## config.mk

```make
export PLATFORM = sky130hd
export DESIGN_NAME = strd_decoder_flat
export DESIGN_NICKNAME = d
export VERILOG_FILES = /design/src/common/strd_pkg.sv /design/src/common/strd_if.sv /design/src/hdl/strd_decoder.sv /design/src/flat_wrapper.sv
export SDC_FILE = /design/constraint.sdc
export NUM_CORES = 1
export LEC_CHECK = 0
export BUFFER_PORTS_ARGS = -buffer_cell sky130_fd_sc_hd__buf_2
export CAP_MARGIN = 20
export CELL_PAD_IN_SITES_DETAIL_PLACEMENT = 1
export CELL_PAD_IN_SITES_GLOBAL_PLACEMENT = 1
export CORE_MARGIN = 2
export CORE_UTILIZATION = 36
export DETAILED_ROUTE_END_ITERATION = 7
export PLACE_DENSITY = 0.93
export SLEW_MARGIN = 10
export SYNTH_ARGS = -nofsm -noshare
export SYNTH_HDL_FRONTEND = slang
export SYNTH_SLANG_ARGS = --single-unit
```

## constraint.sdc

```tcl
create_clock -name clk -period 4.3 [get_ports clk]
set_clock_uncertainty 0.1 [all_clocks]
set_input_delay 0.43 -clock clk [delete_from_list [all_inputs] [get_ports clk]]
set_output_delay 0.43 -clock clk [all_outputs]
set_load 0.03 [all_outputs]
```

## src/common/strd_pkg.sv

```systemverilog
// constants and types shared by both ends of the supervisor trap decoder
// assumes one clock domain at 100 MHz shared by the slave cpu and the decoder
package strd_pkg;

    // slave i/o ports reserved for traps: highest port is trap one
    localparam logic [7:0]  TRAP_PORT_FIRST = 8'hF7;
    localparam logic [7:0]  TRAP_PORT_LAST  = 8'hF2;
    localparam logic [2:0]  TRAP_COUNT      = 3'h6;

    // per-trap pointer locations in slave memory, two bytes apart
    localparam logic [15:0] PTR_LOC_BASE    = 16'h0040;
    localparam logic [15:0] PTR_LOC_STRIDE  = 16'h0002;

    // handler location in master memory; arbitrary default
    localparam logic [15:0] HANDLER_VECTOR  = 16'h0100;

    // no-operation opcode of the slave; arbitrary default
    localparam logic [7:0]  NOP_OPCODE      = 8'h00;

    // request block: eight bytes inside the first 16k page of slave memory
    localparam logic [15:0] BLOCK_PAGE_LIMIT      = 16'h4000;
    localparam logic [2:0]  BLOCK_BYTES_M1        = 3'h7;
    localparam logic [2:0]  OFS_FUNCTION_CODE     = 3'h0;
    localparam logic [2:0]  OFS_CHANNEL_NUMBER    = 3'h1;
    localparam logic [2:0]  OFS_STATUS            = 3'h2;
    localparam logic [2:0]  OFS_SINGLE_DATA       = 3'h3;
    localparam logic [2:0]  OFS_TRANSFER_COUNT    = 3'h4;
    localparam logic [2:0]  OFS_BUFFER_LENGTH     = 3'h5;
    localparam logic [2:0]  OFS_BUFFER_POINTER_HI = 3'h6;
    localparam logic [2:0]  OFS_BUFFER_POINTER_LO = 3'h7;

    typedef enum logic [1:0] {
        STRD_IDLE  = 2'b00,
        STRD_ARMED = 2'b01,
        STRD_HALT  = 2'b10
    } strd_dev_state_t;

    typedef enum logic [1:0] {
        STRD_H_IDLE = 2'b00,
        STRD_H_IO   = 2'b01,
        STRD_H_NOP  = 2'b10,
        STRD_H_WAIT = 2'b11
    } strd_cpu_state_t;

endpackage : strd_pkg

```

## src/common/strd_if.sv

```systemverilog
// slave cpu bus as seen by the trap decoder
// assumes both ends run on clk; the testbench instantiates and joins them
`timescale 1ns/10ps
interface strd_if (
    input wire logic clk
);
    logic       io_strobe;
    logic [7:0] io_port;
    logic       fetch_strobe;
    logic [7:0] fetch_opcode;
    logic       halt;

    modport dev (
        input  io_strobe,
        input  io_port,
        input  fetch_strobe,
        input  fetch_opcode,
        output halt
    );

    modport cpu (
        output io_strobe,
        output io_port,
        output fetch_strobe,
        output fetch_opcode,
        input  halt
    );
endinterface : strd_if

```

## src/hdl/strd_decoder.sv

```systemverilog
// trap decoder on the debug card: watches the slave cpu bus, halts the slave
// and interrupts the master until the master reports the trap serviced
// assumes the slave bus and the master handshake share clk with this block
`timescale 1ns/10ps
module strd_decoder (
    input  wire logic        clk,
    input  wire logic        sys_rst,
    strd_if.dev              bus,
    input  wire logic        service_done,
    output logic             master_irq,
    output logic [15:0]      handler_vector,
    output logic [2:0]       trap_number,
    output logic [15:0]      pointer_location,
    output logic             trap_abandoned,
    output logic             trap_released,
    output logic [7:0]       traps_served
);

    typedef struct packed {
        strd_pkg::strd_dev_state_t state;
        logic [2:0]                armed_trap;
        logic                      halt;
        logic                      irq;
        logic [15:0]               vector;
        logic [2:0]                trap;
        logic [15:0]               ptr_loc;
        logic                      abandoned;
        logic                      released;
        logic [7:0]                served;
    } strd_dev_regs_t;

    strd_dev_regs_t r;
    strd_dev_regs_t next_r;

    // one comparator per reserved port; bit i stands for trap i+1,
    // everything else on the port bus is ordinary slave i/o
    logic [5:0] port_hit;
    logic       trap_io;

    genvar gi;
    generate
        for (gi = 0; gi < int'(strd_pkg::TRAP_COUNT); gi = gi + 1) begin : g_port_hit
            assign port_hit[gi] =
                (bus.io_port == (strd_pkg::TRAP_PORT_FIRST - 8'(gi)));
        end
    endgenerate

    // only a strobed cycle counts; the port value lingers after the strobe
    assign trap_io = bus.io_strobe && (port_hit != 6'h00);

    // f7 -> 1, f6 -> 2 ... f2 -> 6; at most one bit is ever set
    function automatic logic [2:0] trap_of_hit(input logic [5:0] hit);
        trap_of_hit = 3'h0;
        for (int i = 0; i < 6; i++) begin
            if (hit[i]) begin
                trap_of_hit = 3'(i + 1);
            end
        end
    endfunction : trap_of_hit

    // pointer location that the master must read for a trap
    function automatic logic [15:0] ptr_of_trap(input logic [2:0] trap);
        logic [15:0] idx;
        idx = {13'h0000, trap - 3'h1};
        ptr_of_trap = strd_pkg::PTR_LOC_BASE + (strd_pkg::PTR_LOC_STRIDE * idx);
    endfunction : ptr_of_trap

    always_comb begin
        next_r           = r;
        next_r.abandoned = 1'b0;
        next_r.released  = 1'b0;
        next_r.vector    = strd_pkg::HANDLER_VECTOR;
        case (r.state)
            strd_pkg::STRD_IDLE: begin
                if (trap_io) begin
                    next_r.armed_trap = trap_of_hit(port_hit);
                    next_r.state      = strd_pkg::STRD_ARMED;
                end
            end
            strd_pkg::STRD_ARMED: begin
                // a fresh trap-port i/o re-arms; the pair may be split by cycles without a strobe
                if (trap_io) begin
                    next_r.armed_trap = trap_of_hit(port_hit);
                end else if (bus.io_strobe) begin
                    next_r.abandoned = 1'b1;
                    next_r.state     = strd_pkg::STRD_IDLE;
                end else if (bus.fetch_strobe) begin
                    if (bus.fetch_opcode == strd_pkg::NOP_OPCODE) begin
                        next_r.halt    = 1'b1;
                        next_r.irq     = 1'b1;
                        next_r.trap    = r.armed_trap;
                        next_r.ptr_loc = ptr_of_trap(r.armed_trap);
                        next_r.state   = strd_pkg::STRD_HALT;
                    end else begin
                        // any other instruction means plain port i/o
                        next_r.abandoned = 1'b1;
                        next_r.state     = strd_pkg::STRD_IDLE;
                    end
                end
            end
            strd_pkg::STRD_HALT: begin
                // halt holds until the master says done, not on irq ack,
                // so the master may touch slave memory at leisure
                if (service_done) begin
                    next_r.halt     = 1'b0;
                    next_r.irq      = 1'b0;
                    next_r.released = 1'b1;
                    next_r.served   = r.served + 8'h01;
                    next_r.state    = strd_pkg::STRD_IDLE;
                end else begin
                    next_r.halt = 1'b1;
                end
            end
            default: begin
                next_r.state = strd_pkg::STRD_IDLE;
                next_r.halt  = 1'b0;
                next_r.irq   = 1'b0;
            end
        endcase
    end

    always_ff @(posedge clk) begin
        if (sys_rst) begin
            r.state      <= strd_pkg::STRD_IDLE;
            r.armed_trap <= 3'h0;
            r.halt       <= 1'b0;
            r.irq        <= 1'b0;
            r.vector     <= strd_pkg::HANDLER_VECTOR;
            r.trap       <= 3'h0;
            r.ptr_loc    <= 16'h0000;
            r.abandoned  <= 1'b0;
            r.released   <= 1'b0;
            r.served     <= 8'h00;
        end else begin
            r <= next_r;
        end
    end

    assign bus.halt         = r.halt;
    assign master_irq       = r.irq;
    assign handler_vector   = r.vector;
    assign trap_number      = r.trap;
    assign pointer_location = r.ptr_loc;
    assign trap_abandoned   = r.abandoned;
    assign trap_released    = r.released;
    assign traps_served     = r.served;

endmodule : strd_decoder

```

## src/flat_wrapper.sv

```systemverilog
// flat-port wrapper written by rule: the top's interface ports become plain ports
module strd_decoder_flat 
  (clk, sys_rst, service_done, master_irq, handler_vector, trap_number, pointer_location, trap_abandoned, trap_released, traps_served, bus_io_strobe, bus_io_port, bus_fetch_strobe, bus_fetch_opcode, bus_halt);
  strd_if bus_i (.clk(clk));
  input  wire logic clk;
  input  wire logic sys_rst;
  input  wire logic service_done;
  output logic master_irq;
  output logic [15:0] handler_vector;
  output logic [2:0] trap_number;
  output logic [15:0] pointer_location;
  output logic trap_abandoned;
  output logic trap_released;
  output logic [7:0] traps_served;
  input wire logic [$bits(bus_i.io_strobe)-1:0] bus_io_strobe;
  input wire logic [$bits(bus_i.io_port)-1:0] bus_io_port;
  input wire logic [$bits(bus_i.fetch_strobe)-1:0] bus_fetch_strobe;
  input wire logic [$bits(bus_i.fetch_opcode)-1:0] bus_fetch_opcode;
  output wire logic [$bits(bus_i.halt)-1:0] bus_halt;
  assign bus_i.io_strobe = bus_io_strobe;
  assign bus_i.io_port = bus_io_port;
  assign bus_i.fetch_strobe = bus_fetch_strobe;
  assign bus_i.fetch_opcode = bus_fetch_opcode;
  assign bus_halt = bus_i.halt;
  strd_decoder u_core (.clk(clk), .sys_rst(sys_rst), .bus(bus_i), .service_done(service_done), .master_irq(master_irq), .handler_vector(handler_vector), .trap_number(trap_number), .pointer_location(pointer_location), .trap_abandoned(trap_abandoned), .trap_released(trap_released), .traps_served(traps_served));
endmodule
```

=== After elaboration in Yosys (flattened, before gate mapping) ===
Cells that the tools add are included.

* Output and inout port bits: 47
* Flip-flop bits (word level): 45
* Input port bits: 21

* Eq/ne operators: 16
* Add/sub/neg operators: 3
* Multiplexer cells: 27
* Bitwise logic cells: 5
* Reduce and logical (&&, ||, !) cells: 13

{| class="wikitable"
|+ Operators with widths
! operator !! count
|-
| $eq 8x8->1 const B || 6
|-
| $mux 2 || 11
|-
| $mux 20 || 1
|-
| $mux 19 || 1
|-
| $mux 3 || 4
|-
| $pmux 2 s3 || 2
|-
| $reduce_and 5->1 || 2
|-
| $mux 9 || 1
|-
| $add 7x4->8 const A || 1
|-
| $add 8x1->8 const B || 1
|-
| $logic_not 8->1 || 1
|-
| $ne 2x2->1 const B || 4
|-
| $ne 2x1->1 const B || 3
|-
| $pmux 3 s2 || 1
|-
| $reduce_and 6->1 || 1
|-
| $reduce_bool 6->1 || 1
|-
| $mux 1 || 5
|-
| $mux 5 || 1
|-
| $not 1->1 || 5
|-
| $reduce_and 4->1 || 1
|-
| $ne 3x3->1 const B || 1
|-
| $reduce_and 3->1 || 1
|-
| $reduce_or 3->1 || 1
|-
| $sub 3x1->3 const B || 1
|-
| other kinds (7) || 7
|}

=== Depth between registers and ports, before layout ===
* Word-level depth: 9
* Gate-level depth with buffers: 7
* Mapped depth without buffers: 6

=== Least setup slack after synthesis ===
OpenSTA, ideal clock, no wires.

* Kind: input to register
* Start: in bus_fetch_opcode[3]
* End: reg u_core.r (netlist bit u_core.trap_number[0])
* Setup time: 0.128 ns
* Arrival: 1.756 ns
* Data required time: 4.072 ns
* Slack: 2.317 ns
* Buffers on the path: 0
* Stages on the path: 4
* Path through: or4_4 > nor4_4 > mux2i_1 > nor2_1

* Word-level cells in the longest chain between the ends: 2

{| class="wikitable"
|+ Ends and longest elaborated chain
! element !! line !! source
|-
| start, declared || flat_wrapper.sv:18 || <nowiki>input wire logic [$bits(bus_i.fetch_opcode)-1:0] bus_fetch_opcode;</nowiki>
|-
| $logic_not 8->1 || strd_decoder.sv:88 || <nowiki>if (bus.fetch_opcode == strd_pkg::NOP_OPCODE) begin</nowiki>
|-
| $reduce_and 5->1 (no source line) || n/a ||
|-
| end signal, assigned || strd_decoder.sv:135 || <nowiki>r <= next_r;</nowiki>
|-
| end, declared || strd_decoder.sv:32 || <nowiki>strd_dev_regs_t r;</nowiki>
|}

No other way between the ends.
A chain may end at the register's enable or synchronous reset.

=== Worst setup path after layout ===
* Start: in bus_fetch_opcode[3]
* End: reg u_core.r (netlist bit u_core.pointer_location[1])

Same word-level chain as after synthesis.

==> out/metrics.cfg <==
[outcome]
status=completed

[clocking]
cts_sinks=24
clk_path_buf_depth=2
ctsHtreeMaxLevel=1
postCtsHoldBufs=0
cts_tree=built
clk-insertion-delay-late_ns=0.27
post_cts_buffers=0
clk_pin_slew_ns=0.09
cts_buffers=3
cts_resized=0
cts-root-buf=clkbuf_8

[drt]
ant_nets=0
avgViaCountPerCell=4.71
drtPass1Iterations=4
remaining_drc_errors=0
drtIter0Drc=15
post_drt_wl_per_cell_microns=12.1
vias=1182
routed_wl_mm=3.04

[power_and_ir_drop]
ir_drop_mv=0.163
leakage_nw=0.695
p_per_area_mw_per_mm2=297

[sta]
rsz0062_at_grt=false
drv_slew=0
max_freq_mhz=497
hold_viol=0
period_needed_ns=2.01
min_period_over_period_pct=46.8
finalHoldWorstSlack_ns=0.373
setup_viol=0
fin_ws_ns=2.29
setup_tns_ns=0
worst_pin_slew_ns=0.659
slew_headroom_pct=55.8

[critical_path]
crit_path_start_kind=primary input
critical_path_class=primary input to register
reg2regPathDepth=6
arrival_ns=2.09
cp-end-kind=register
cp.required_ns=4.38
crit_path_max_fanout=10

[yosys]
synth_top_family_by_area=buffers and inverters
synth_ff_type=dfxtp_1
syn_inst=179
synthAdderAreaFrac_pct=4.13
yosys.area.top_type=dfxtp_1
ys_types=35
synth_xor_xnor_area_share_pct=3.47
synth-simple-area-share_pct=21.3
synth_top_area_share_pct=31.7
synth_area_per_cell_sq_um=8.46
synth_mux_area_share_pct=4.62
syn-cell-area_sq_mm=0.00152
synth_compound_area_share_pct=9.74
synth_edf_count=0
seq_area_frac_synth_pct=31.7
synth-async-reset-ratio_pct=0
ys_ff_latch=24
synthTopCellsByArea=dfxtp_1 (32%), buf_4 (21%), mux2i_1 (4.6%)
synth-warning-count=0

[layout]
layout-drive-gt1-share_pct=24.4
area_growth_syn_to_layout_pct=5.86
num-nets-final=228
fillCellCount=526
antenna_cells=0
postLayoutCellArea_sq_mm=0.00160
finalNonFillerCells=251
final_common_cell=buf_2
final_cell_mix=buf_2 (39), conb_1 (28), dfxtp_1 (24)

[grt]
grt_overflow=0
grt_pass1_vias=1112
grt_first_pass_wirelength_mm=4.57
antenna_found_initial=0
grtUsageTotal_pct=13.0
grt_max_degree=28

[die]
die_h_microns=68.9
ios=68
start_util_pct=37.6
dieArea_sq_mm=0.00474
core-area_sq_mm=0.00403
fp-row-count=23
die-width_microns=68.9

[placed_design]
place.gp.congestion=0.744
postPlaceCellArea_sq_mm=0.00153
place_inst=247
dp_hpwl_mm=2.47
portBuffers=39
post-place-ws_ns=2.02

[hold_path]
min_path_type=register to register
holdPathStages=2

[run]
cap_violations=0

synthesized netlist by cell type, drive strengths merged (2+ instances only):
cell / count
o21ai: 5
ha: 5
or2: 3
a21oi: 4
buf: 43
nand3: 5
xor2: 2
nand2b: 3
conb: 2
clkbuf: 4
nor2: 16
xnor2: 4
nor4: 5
nor2b: 3
inv: 9
or3: 3
nand4: 2
dfxtp: 24
mux2i: 7
a211oi: 6
nand2: 7
nor3: 5
metal layers:
metal / part of all wire, % / vias up / global-route usage (%)
met2: 47 / 47 / 23.7
met4: 1.9 / 0 / 6.62
met1: 44 / 549 / 14.5
met3: 7.0 / 5 / 2.27
li1: - / 581 / -
met5: 0 / - / 0
per-stage QoR:
step                      util [%]  total power [mW]
final                         39.8             0.476
after global routing          39.8             0.493
after CTS                     39.8             0.482
after detailed placement      38.0             0.286
after global placement        38.0             0.285
after floorplan                  -             0.291
cell type report:
type / count / area, sq um / area share [%]
inverter: 9 / 33.8 / 2.11
tap: 50 / 62.6 / 3.90
multi-input combinational: 125 / 761 / 47.4
sequential: 24 / 480 / 30.0
timing repair buffer: 39 / 195 / 12.2
clock inverter: 1 / 30.0 / 1.87
clock buffer: 3 / 41.3 / 2.57
report_power, final:
group          total, mW  switching, mW  internal (mW)
Combinational     0.0587         0.0471         0.0116
Clock              0.194         0.0700          0.124
Sequential         0.222       0.000198          0.222
logic make-up (layout without fill, tap and decap cells):
| logic type | after synthesis | after routing |
|---|---|---|
| XOR/XNOR | 6 | 6 |
| AND/OR/NAND/NOR | 57 | 57 |
| AO/OA/AOI/OAI | 22 | 22 |
| other | 2 | 28 |
| flip-flops | 24 | 24 |
| buffers and inverters | 56 | 52 |
| multiplexers | 7 | 7 |
| adder cells (fa/ha/maj) | 5 | 5 |
state kept, by name (all words and copies together) (netlist names):
| name | flops |
|---|---|
| u_core.trap_abandoned | 1 |
| u_core.bus.halt | 1 |
| u_core.trap_released | 1 |
| u_core.traps_served | 8 |
| u_core.r | 5 |
| u_core.master_irq | 1 |
| u_core.pointer_location | 4 |
| u_core.trap_number | 3 |
worst paths after layout:
kind / from / to / slack, ns
worst min register to register: u_core.master_irq / u_core.master_irq / 0.37
worst max register to register: u_core.r[51] / u_core.pointer_location[1] / 2.33
worst min-delay path: u_core.master_irq / u_core.master_irq / 0.37
worst max-delay path: bus_fetch_opcode[3] / u_core.pointer_location[1] / 2.29
worst max-delay path, cell delays in order:
cell and delay, ns:
buf_2 0.09, or4_4 0.55, nor4_4 0.63, nor2_1 0.12, a211oi_1 0.26
No activity file was read; power rests on OpenSTA's default activity.
